[src/common/osc_defs.vh]
// Constants for the oscillator source control block
`ifndef OSC_DEFS_VH
`define OSC_DEFS_VH

`define OSC_ADDR_CTRL      4'h0
`define OSC_ADDR_TRIM      4'h4
`define OSC_ADDR_CFG       4'h8
`define OSC_ADDR_STAT      4'hc

`define OSC_FREQ_RST       3'h6
`define OSC_FREQ_SLOW      3'h0
`define OSC_FREQ_TOP       3'h7
`define OSC_TRIM_RST       5'h00
`define OSC_MODE_RST       3'h7

`define OSC_MODE_SLOW_XTAL 3'h0
`define OSC_MODE_MED_XTAL  3'h1
`define OSC_MODE_HIGH_XTAL 3'h2
`define OSC_MODE_DRIVEN    3'h3
`define OSC_MODE_INT_IO    3'h4
`define OSC_MODE_INT_OUT   3'h5
`define OSC_MODE_RC_IO     3'h6
`define OSC_MODE_RC_OUT    3'h7

`define OSC_GAIN_OFF       2'h0
`define OSC_GAIN_LOW       2'h1
`define OSC_GAIN_MED       2'h2
`define OSC_GAIN_HIGH      2'h3

`define OSC_XTAL_COUNT     11'd1024
`define OSC_WARM_NS        2000
`define OSC_CLK_NS         100
`define OSC_STABLE_CYC     8'd16

`define OSC_RESP_OKAY      2'h0
`define OSC_RESP_SLVERR    2'h2

`endif

[src/design/osc_source_ctrl.v]
// Oscillator source selection, start-up counting and clock output control
//
// The implementer's own choices: the AXI4-Lite interface to the registers and the register offsets.
`timescale 1ns/1ps
`include "osc_defs.vh"

module osc_source_ctrl #(
	parameter CNT_W = 11
) (
	input  wire        clk_in,         // System clock 10 MHz
	input  wire        rstn_in,        // Async reset, active low
	input  wire        wake_in,        // Wake from sleep pulse
	input  wire        power_up_delay_timer_done_in,   // Power-up delay finished level
	input  wire        pin_clk_in,     // Primary pin level, synchronous
	input  wire [31:0] s_axi_awaddr,   // Write address
	input  wire        s_axi_awvalid,  // Write address valid
	output reg         s_axi_awready,  // Write address ready
	input  wire [31:0] s_axi_wdata,    // Write data
	input  wire [3:0]  s_axi_wstrb,    // Write strobes
	input  wire        s_axi_wvalid,   // Write data valid
	output reg         s_axi_wready,   // Write data ready
	output reg  [1:0]  s_axi_bresp,    // Write response
	output reg         s_axi_bvalid,   // Write response valid
	input  wire        s_axi_bready,   // Write response ready
	input  wire [31:0] s_axi_araddr,   // Read address
	input  wire        s_axi_arvalid,  // Read address valid
	output reg         s_axi_arready,  // Read address ready
	output reg  [31:0] s_axi_rdata,    // Read data
	output reg  [1:0]  s_axi_rresp,    // Read response
	output reg         s_axi_rvalid,   // Read data valid
	input  wire        s_axi_rready,   // Read data ready
	output reg         run_out,        // Execution allowed
	output reg         use_internal_out, // System clock from inside
	output reg  [2:0]  freq_sel_out,   // Active postscaler code
	output reg         fast_en_out,    // Fast oscillator enable
	output reg  [4:0]  fast_trim_out,  // Fast oscillator trim
	output reg  [1:0]  amp_gain_out,   // Amplifier gain
	output reg         pin1_io_out,    // Primary pin free for I/O
	output reg         pin2_io_out,    // Second pin free for I/O
	output reg         divided_clock_output_out,     // Divided clock output
	output reg         divided_clock_output_oe_n_out // Low while driving divided_clock_output
);

	localparam [CNT_W-1:0] START_CNT = `OSC_XTAL_COUNT;
	localparam integer WARM_CYC_I =
		(`OSC_WARM_NS + `OSC_CLK_NS - 1) / `OSC_CLK_NS;
	localparam [CNT_W-1:0] WARM_CNT = WARM_CYC_I[CNT_W-1:0];

	localparam [3:0] ST_IDLE = 4'h1;
	localparam [3:0] ST_FALL = 4'h2;
	localparam [3:0] ST_HOLD = 4'h4;
	localparam [3:0] ST_RISE = 4'h8;

	reg  [2:0]       freq_q;
	reg              sel_int_q;
	reg  [4:0]       trim_q;
	reg  [2:0]       mode_q;
	reg              two_speed_q;
	reg  [CNT_W-1:0] cnt_q;
	reg              counting_q;
	reg              pin_prev_q;
	reg  [7:0]       stab_q;
	reg  [2:0]       act_freq_q;
	reg  [3:0]       sw_q;
	reg  [7:0]       div_q;
	reg              ext_q;
	reg              aw_hold_q;
	reg              w_hold_q;
	reg  [31:0]      awaddr_q;
	reg  [31:0]      wdata_q;
	reg  [3:0]       wstrb_q;

	wire xtal_mode = (mode_q == `OSC_MODE_SLOW_XTAL) ||
		(mode_q == `OSC_MODE_MED_XTAL) ||
		(mode_q == `OSC_MODE_HIGH_XTAL);
	wire int_mode = (mode_q == `OSC_MODE_INT_IO) ||
		(mode_q == `OSC_MODE_INT_OUT);
	wire internal = sel_int_q || int_mode;
	wire fast_en = (freq_q != `OSC_FREQ_SLOW) &&
		(sel_int_q || two_speed_q || int_mode);
	wire trigger = wake_in || (power_up_delay_timer_done_in && !ext_q);
	wire pin_rise = pin_clk_in && !pin_prev_q;
	wire stable = (stab_q == `OSC_STABLE_CYC);
	// One postscaler tap per frequency code; the top code taps bit 1 (/4).
	// The slow code shares the slowest tap, since clk_in has nothing slower.
	wire [7:0] post_div4;
	genvar gi;
	generate
		for (gi = 0; gi < 8; gi = gi + 1) begin : g_tap
			if (gi == 0) begin : g_slow
				assign post_div4[gi] = div_q[7];
			end else begin : g_fast
				assign post_div4[gi] = div_q[8 - gi];
			end
		end
	endgenerate
	wire clk_div4 = post_div4[act_freq_q];

	// Start-up sequencing; ext_q marks the first release after power-up
	always @(posedge clk_in or negedge rstn_in) begin
		if (!rstn_in) begin
			cnt_q      <= {CNT_W{1'b0}};
			counting_q <= 1'b0;
			pin_prev_q <= 1'b0;
			ext_q      <= 1'b0;
		end else begin
			pin_prev_q <= pin_clk_in;
			if (trigger) begin
				ext_q <= 1'b1;
				cnt_q <= {CNT_W{1'b0}};
				counting_q <= !(mode_q == `OSC_MODE_DRIVEN ||
					mode_q == `OSC_MODE_RC_IO ||
					mode_q == `OSC_MODE_RC_OUT) || internal;
			end else if (counting_q) begin
				if (internal) begin
					cnt_q <= cnt_q + 1'b1;
					if (cnt_q + 1'b1 == WARM_CNT)
						counting_q <= 1'b0;
				end else if (xtal_mode && pin_rise) begin
					cnt_q <= cnt_q + 1'b1;
					if (cnt_q + 1'b1 == START_CNT)
						counting_q <= 1'b0;
				end
			end
		end
	end

	// Clock switch: wait falling edge, hold output low, resume on rising
	always @(posedge clk_in or negedge rstn_in) begin
		if (!rstn_in) begin
			sw_q       <= ST_IDLE;
			act_freq_q <= `OSC_FREQ_RST;
			div_q      <= 8'h00;
			stab_q     <= 8'h00;
		end else begin
			div_q <= div_q + 8'h01;
			if (!fast_en)
				stab_q <= 8'h00;
			else if (!stable)
				stab_q <= stab_q + 8'h01;
			case (sw_q)
			ST_IDLE: if (act_freq_q != freq_q)
				sw_q <= ST_FALL;
			ST_FALL: if (clk_div4) begin
				sw_q <= ST_HOLD;
			end
			ST_HOLD: if (freq_q == `OSC_FREQ_SLOW || stable) begin
				act_freq_q <= freq_q;
				sw_q <= ST_RISE;
			end
			ST_RISE: if (!clk_div4)
				sw_q <= ST_IDLE;
			default: sw_q <= ST_IDLE;
			endcase
		end
	end

	// Outputs, all registered
	always @(posedge clk_in or negedge rstn_in) begin
		if (!rstn_in) begin
			run_out          <= 1'b0;
			use_internal_out <= 1'b0;
			freq_sel_out     <= `OSC_FREQ_RST;
			fast_en_out      <= 1'b0;
			fast_trim_out    <= `OSC_TRIM_RST;
			amp_gain_out     <= `OSC_GAIN_OFF;
			pin1_io_out      <= 1'b0;
			pin2_io_out      <= 1'b0;
			divided_clock_output_out       <= 1'b0;
			divided_clock_output_oe_n_out  <= 1'b1;
		end else begin
			run_out          <= ext_q && !counting_q && !trigger;
			use_internal_out <= internal;
			freq_sel_out     <= act_freq_q;
			fast_en_out      <= fast_en;
			fast_trim_out    <= trim_q;
			case (mode_q)
			`OSC_MODE_SLOW_XTAL: amp_gain_out <= `OSC_GAIN_LOW;
			`OSC_MODE_MED_XTAL:  amp_gain_out <= `OSC_GAIN_MED;
			`OSC_MODE_HIGH_XTAL: amp_gain_out <= `OSC_GAIN_HIGH;
			default:             amp_gain_out <= `OSC_GAIN_OFF;
			endcase
			pin1_io_out <= int_mode;
			pin2_io_out <= (mode_q == `OSC_MODE_DRIVEN) ||
				(mode_q == `OSC_MODE_RC_IO) ||
				(mode_q == `OSC_MODE_INT_IO);
			divided_clock_output_oe_n_out <= !((mode_q == `OSC_MODE_RC_OUT) ||
				(mode_q == `OSC_MODE_INT_OUT));
			divided_clock_output_out <= (sw_q == ST_HOLD || sw_q == ST_RISE) ?
				1'b0 : clk_div4;
		end
	end

	// AXI4-Lite write side: address and data accepted in either order
	wire [31:0] wa = aw_hold_q ? awaddr_q : s_axi_awaddr;
	wire [31:0] wd = w_hold_q ? wdata_q : s_axi_wdata;
	wire [3:0]  ws = w_hold_q ? wstrb_q : s_axi_wstrb;
	// Upper address bits must be zero, so the map does not alias
	wire wr_top = (wa[31:4] == 28'h0000000);
	wire rd_top = (s_axi_araddr[31:4] == 28'h0000000);
	wire wr_hit = wr_top && ((wa[3:0] == `OSC_ADDR_CTRL) ||
		(wa[3:0] == `OSC_ADDR_TRIM) || (wa[3:0] == `OSC_ADDR_CFG));

	always @(posedge clk_in or negedge rstn_in) begin
		if (!rstn_in) begin
			s_axi_awready <= 1'b0;
			s_axi_wready  <= 1'b0;
			s_axi_bvalid  <= 1'b0;
			s_axi_bresp   <= `OSC_RESP_OKAY;
			aw_hold_q     <= 1'b0;
			w_hold_q      <= 1'b0;
			awaddr_q      <= 32'h00000000;
			wdata_q       <= 32'h00000000;
			wstrb_q       <= 4'h0;
			freq_q        <= `OSC_FREQ_RST;
			sel_int_q     <= 1'b0;
			trim_q        <= `OSC_TRIM_RST;
			mode_q        <= `OSC_MODE_RST;
			two_speed_q   <= 1'b0;
		end else begin
			s_axi_awready <= !aw_hold_q && !s_axi_awready && !s_axi_bvalid;
			s_axi_wready  <= !w_hold_q && !s_axi_wready && !s_axi_bvalid;
			if (s_axi_awvalid && s_axi_awready) begin
				aw_hold_q <= 1'b1;
				awaddr_q  <= s_axi_awaddr;
			end
			if (s_axi_wvalid && s_axi_wready) begin
				w_hold_q <= 1'b1;
				wdata_q  <= s_axi_wdata;
				wstrb_q  <= s_axi_wstrb;
			end
			if (aw_hold_q && w_hold_q && !s_axi_bvalid) begin
				aw_hold_q    <= 1'b0;
				w_hold_q     <= 1'b0;
				s_axi_bvalid <= 1'b1;
				s_axi_bresp  <= wr_hit ? `OSC_RESP_OKAY : `OSC_RESP_SLVERR;
				if (ws[0] && wr_hit) begin
					case (wa[3:0])
					`OSC_ADDR_CTRL: begin
						freq_q    <= wd[6:4];
						sel_int_q <= wd[0];
					end
					`OSC_ADDR_TRIM: trim_q <= wd[4:0];
					`OSC_ADDR_CFG: begin
						mode_q      <= wd[2:0];
						two_speed_q <= wd[3];
					end
					default: ;
					endcase
				end
			end else if (s_axi_bvalid && s_axi_bready) begin
				s_axi_bvalid <= 1'b0;
			end
		end
	end

	// Read side: one cycle after the address is taken
	always @(posedge clk_in or negedge rstn_in) begin
		if (!rstn_in) begin
			s_axi_arready <= 1'b0;
			s_axi_rvalid  <= 1'b0;
			s_axi_rdata   <= 32'h00000000;
			s_axi_rresp   <= `OSC_RESP_OKAY;
		end else begin
			s_axi_arready <= !s_axi_arready && !s_axi_rvalid;
			if (s_axi_arvalid && s_axi_arready) begin
				s_axi_rvalid <= 1'b1;
				s_axi_rresp  <= `OSC_RESP_OKAY;
				case ({!rd_top, s_axi_araddr[3:0]})
				{1'b0, `OSC_ADDR_CTRL}: s_axi_rdata <= {25'h0, freq_q,
					!internal, stable, 1'b1, sel_int_q};
				{1'b0, `OSC_ADDR_TRIM}: s_axi_rdata <= {27'h0, trim_q};
				{1'b0, `OSC_ADDR_CFG}:  s_axi_rdata <= {28'h0, two_speed_q,
					mode_q};
				{1'b0, `OSC_ADDR_STAT}: s_axi_rdata <= {26'h0, sw_q,
					counting_q, run_out};
				default: begin
					s_axi_rdata <= 32'h00000000;
					s_axi_rresp <= `OSC_RESP_SLVERR;
				end
				endcase
			end else if (s_axi_rvalid && s_axi_rready) begin
				s_axi_rvalid <= 1'b0;
			end
		end
	end

	// Not fully static: the warm-up count cnt_q and the stability count stab_q depend on elapsed clk_in cycles.

endmodule // osc_source_ctrl

[config.mk]
export PLATFORM = sky130hd
export DESIGN_NAME = osc_source_ctrl
export DESIGN_NICKNAME = d
export VERILOG_FILES = /design/src/design/osc_source_ctrl.v
export VERILOG_INCLUDE_DIRS = /design/src /design/src/common
export SDC_FILE = /design/constraint.sdc
export NUM_CORES = 1
export LEC_CHECK = 0
export CAP_MARGIN = 20
export CORE_MARGIN = 2
export CORE_UTILIZATION = 60
export CTS_CLUSTER_DIAMETER = 120
export DETAILED_ROUTE_END_ITERATION = 8
export DONT_BUFFER_PORTS = 1
export PLACE_DENSITY = 0.76
export SYNTH_ARGS = -nofsm -noshare
export SYNTH_HDL_FRONTEND = slang
export SYNTH_SLANG_ARGS = --single-unit
[constraint.sdc]
create_clock -name clk_in -period 5.2 [get_ports clk_in]
set_input_delay 0.78 -clock clk_in [delete_from_list [all_inputs] [get_ports clk_in]]
set_output_delay 0.78 -clock clk_in [all_outputs]
set_load 0.03 [all_outputs]
==> flow_summary.toml <==
[yosys]
synth-seq-cells = 123
syn_area_um2 = 5870
synth_top_area_cell = "dfrtp_1"
synth_xor_area_frac = 0.0448
synth_top_area_share = 0.478
netlist_top_cells_count = "112 x dfrtp_1, 51 x mux2_2, 49 x nor2_1"
ys_warn_count = 0
synth_fa_ha_area_frac = 0.0107
ys_top_cells_by_area = "dfrtp_1 48%, mux2_2 9.8%, dfstp_2 4.9%"
synthDistinctLibCells = 57
synth_top_family_by_area = "multiplexers"
synth-compound-area-share = 0.0804
synthMuxAreaShare = 0.157
async_flop_share = 1.00
synth_most_common_cell = "dfrtp_1"
synth-seq-area-share = 0.527
yosys.area_share.simple = 0.126
synth-edff-count = 0
synth_flop_cell = "dfrtp_1"
synth.avg_cell_area_um2 = 12.1
synth_cells = 484

[setup_path]
cp-end-kind = "register"
worstPathRequired_ps = 5600
criticalPathCategory = "reg -> reg"
critical_path.cell_chain = "inv_1 > ha_1 > nand4bb_1 > nor4_2 > nor2_1 > nor2_1 > mux2_2"
cp_slowest_cell = "nor4_2"
worst_setup_path_start_kind = "register"
crit_family = "simple AND/OR/NAND/NOR gates"
crit_arrival_ps = 2740
critPathMostFrequentCell = "nor2_1"
crit_buf_inv = 1
critPathMaxStageDelay_ps = 520
cp_max_fo = 5
r2r_setup_slack_ps = 2860

[cts]
path_clk_slew_ps = 60
numClockSinks = 123
worstSkewPairLatency_ps = 520
h-tree-depth = 4
numCtsBuffers = 17
cts_root_buf = "clkbuf_8"
cts_setup_buffers = 0
cts.path.max_buffers = 2
cts_tree = "yes"

[final_layout]
final_cell_area_um2 = 6530
diodes = 0
seq_area_um2 = 3090
fin_nets = 601
fillers = 715
area_growth_pct = 11.2
multi_input_area_um2 = 2560
drive_gt1_frac = 0.248

[die]
ios = 168
dieArea_um2 = 10600
rows = 36
initial_core_util = 0.609
die_x_um = 103
core-area_um2 = 9640
die_h_um = 103

[placed_design]
dp_hpwl_um = 7740
gp_congestion = 0.844
placed_area_um2 = 5870
port_buffers = 0

[timing]
hold_viol_final = 0
timing.final.crit_share = 0.450
finalMaxSlewViolations = 0
slew_headroom = 0.507
holdWs_ps = 99.4
period_needed_ps = 2340
rsz0062_at_grt = "no"
tns_ps = 0
setup_viol = 0
max_slew.worst_pin.slew_ps = 734
finalClockSkew_ps = 7.56
fmax_mhz = 427

[detailed_routing]
drt_pass1_iterations = 5
wl_per_cell_um = 18.1
vias_per_cell = 5.82
vias = 3680
ant_nets = 0
drt_wl_total_um = 11400
drt_iter0_drc = 165
drc = 0

[global_routing]
grt_use_total = 0.228
grt_pass1_wl_um = 18100
grt_pass1_vias = 3712
grt_max_degree = 113
grt_antenna_before_repair = 0
grt_overflow_total = 0

[flow_run]
max-cap-violations = 0

[status]
outcome = "finished, final reports clean"

[power_and_ir_drop]
ir_drop_mv = 0.296
p_per_area_nw_per_um2 = 465
p_leak_uw = 0.00288

[hold_path]
hold_path_class = "in -> async"
## worst reg2reg max path: cells and delay by family (launching register included)
kind                     cells  cell delay, ps
adder cells (fa/ha/maj)      1             150
buffers and inverters        1             120
flip-flops                   1             430
multiplexers                 1             390
AND/OR/NAND/NOR              4            1130
## what timing repair did
item,4_1_cts,5_1_grt
endpoints found under the hold margin,112,0
resized for setup,0,0
hold buffers,1,0
## layer usage
| layer | routed length [um] | vias up | track usage |
|---|---|---|---|
| li1 | - | 1707 | - |
| met1 | 4730 | 1797 | 0.270 |
| met2 | 5600 | 164 | 0.371 |
| met3 | 918 | 12 | 0.104 |
| met4 | 170 | 0 | 0.0749 |
| met5 | 0 | - | 0 |
## stage by stage
| step | util | instances | power (uW) | worst slack [ps] |
|---|---|---|---|---|
| after floorplan | - | 510 | 1720 | 3000 |
| after global placement | 0.609 | 599 | 1760 | 2750 |
| after detailed placement | 0.609 | 599 | 1800 | 2730 |
| after CTS | 0.677 | 632 | 3060 | 2900 |
| after global routing | 0.677 | 632 | 3190 | 2690 |
| final | 0.677 | 632 | 3030 | 2860 |
## placed cells by master, fill, tap and decap left out, types with 10 or more instances in the layout
cell         n
xor2_1      19
o21ai_0     10
dfrtp_1    112
dfstp_2     11
nand2_1     15
clkbuf_16   16
nand3_1     13
mux2_4      13
conb_1      27
inv_1       12
nor4_1      14
mux2_2      51
nor2_1      49
xnor2_1     11
## flip-flops by register name, summed over array words and instances, names as in the netlist, 2 cells and up
name           count
awaddr_q          32
cnt_q             11
div_q              8
stab_q             8
s_axi_rdata        7
wdata_q            7
fast_trim_out      5
trim_q             5
sw_q               4
act_freq_q         3
freq_q             3
freq_sel_out       3
mode_q             3
amp_gain_out       2
## final timing paths
| path | start | to | cells after the start |
|---|---|---|---|
| worst max-delay path | stab_q[0] | act_freq_q[0] | 7 |
| worst min-delay path | rstn_in | divided_clock_output_oe_n_out | 0 |
| worst max register to register | stab_q[0] | act_freq_q[0] | 7 |
| worst min register to register | act_freq_q[1] | freq_sel_out[1] | 0 |
| max in group asynchronous | rstn_in | awaddr_q[27] | 1 |
| min in group clk_in | pin_clk_in | pin_prev_q | 0 |
## cell type report
class	instances	area share
sequential	123	0.474
multi-input combinational	330	0.392
clock buffer	19	0.0677
clock inverter	13	0.0290
tap	133	0.0255
inverter	12	0.00690
timing repair buffer	2	0.00537
## power by group
part	switching, uW	internal (uW)	total, uW
Clock	425	807	1230
Combinational	196	249	445
Sequential	199	1150	1350
Total	820	2210	3030
## cell families (layout without fill, tap and decap cells)
kind of cell	Yosys count	count (layout)
AND/OR/NAND/NOR	136	136
XOR/XNOR	30	30
multiplexers	74	74
flip-flops	123	123
adder cells (fa/ha/maj)	5	5
buffers and inverters	57	46
other	1	27
AO/OA/AOI/OAI	58	58
(Power assumes the default switching activity.)
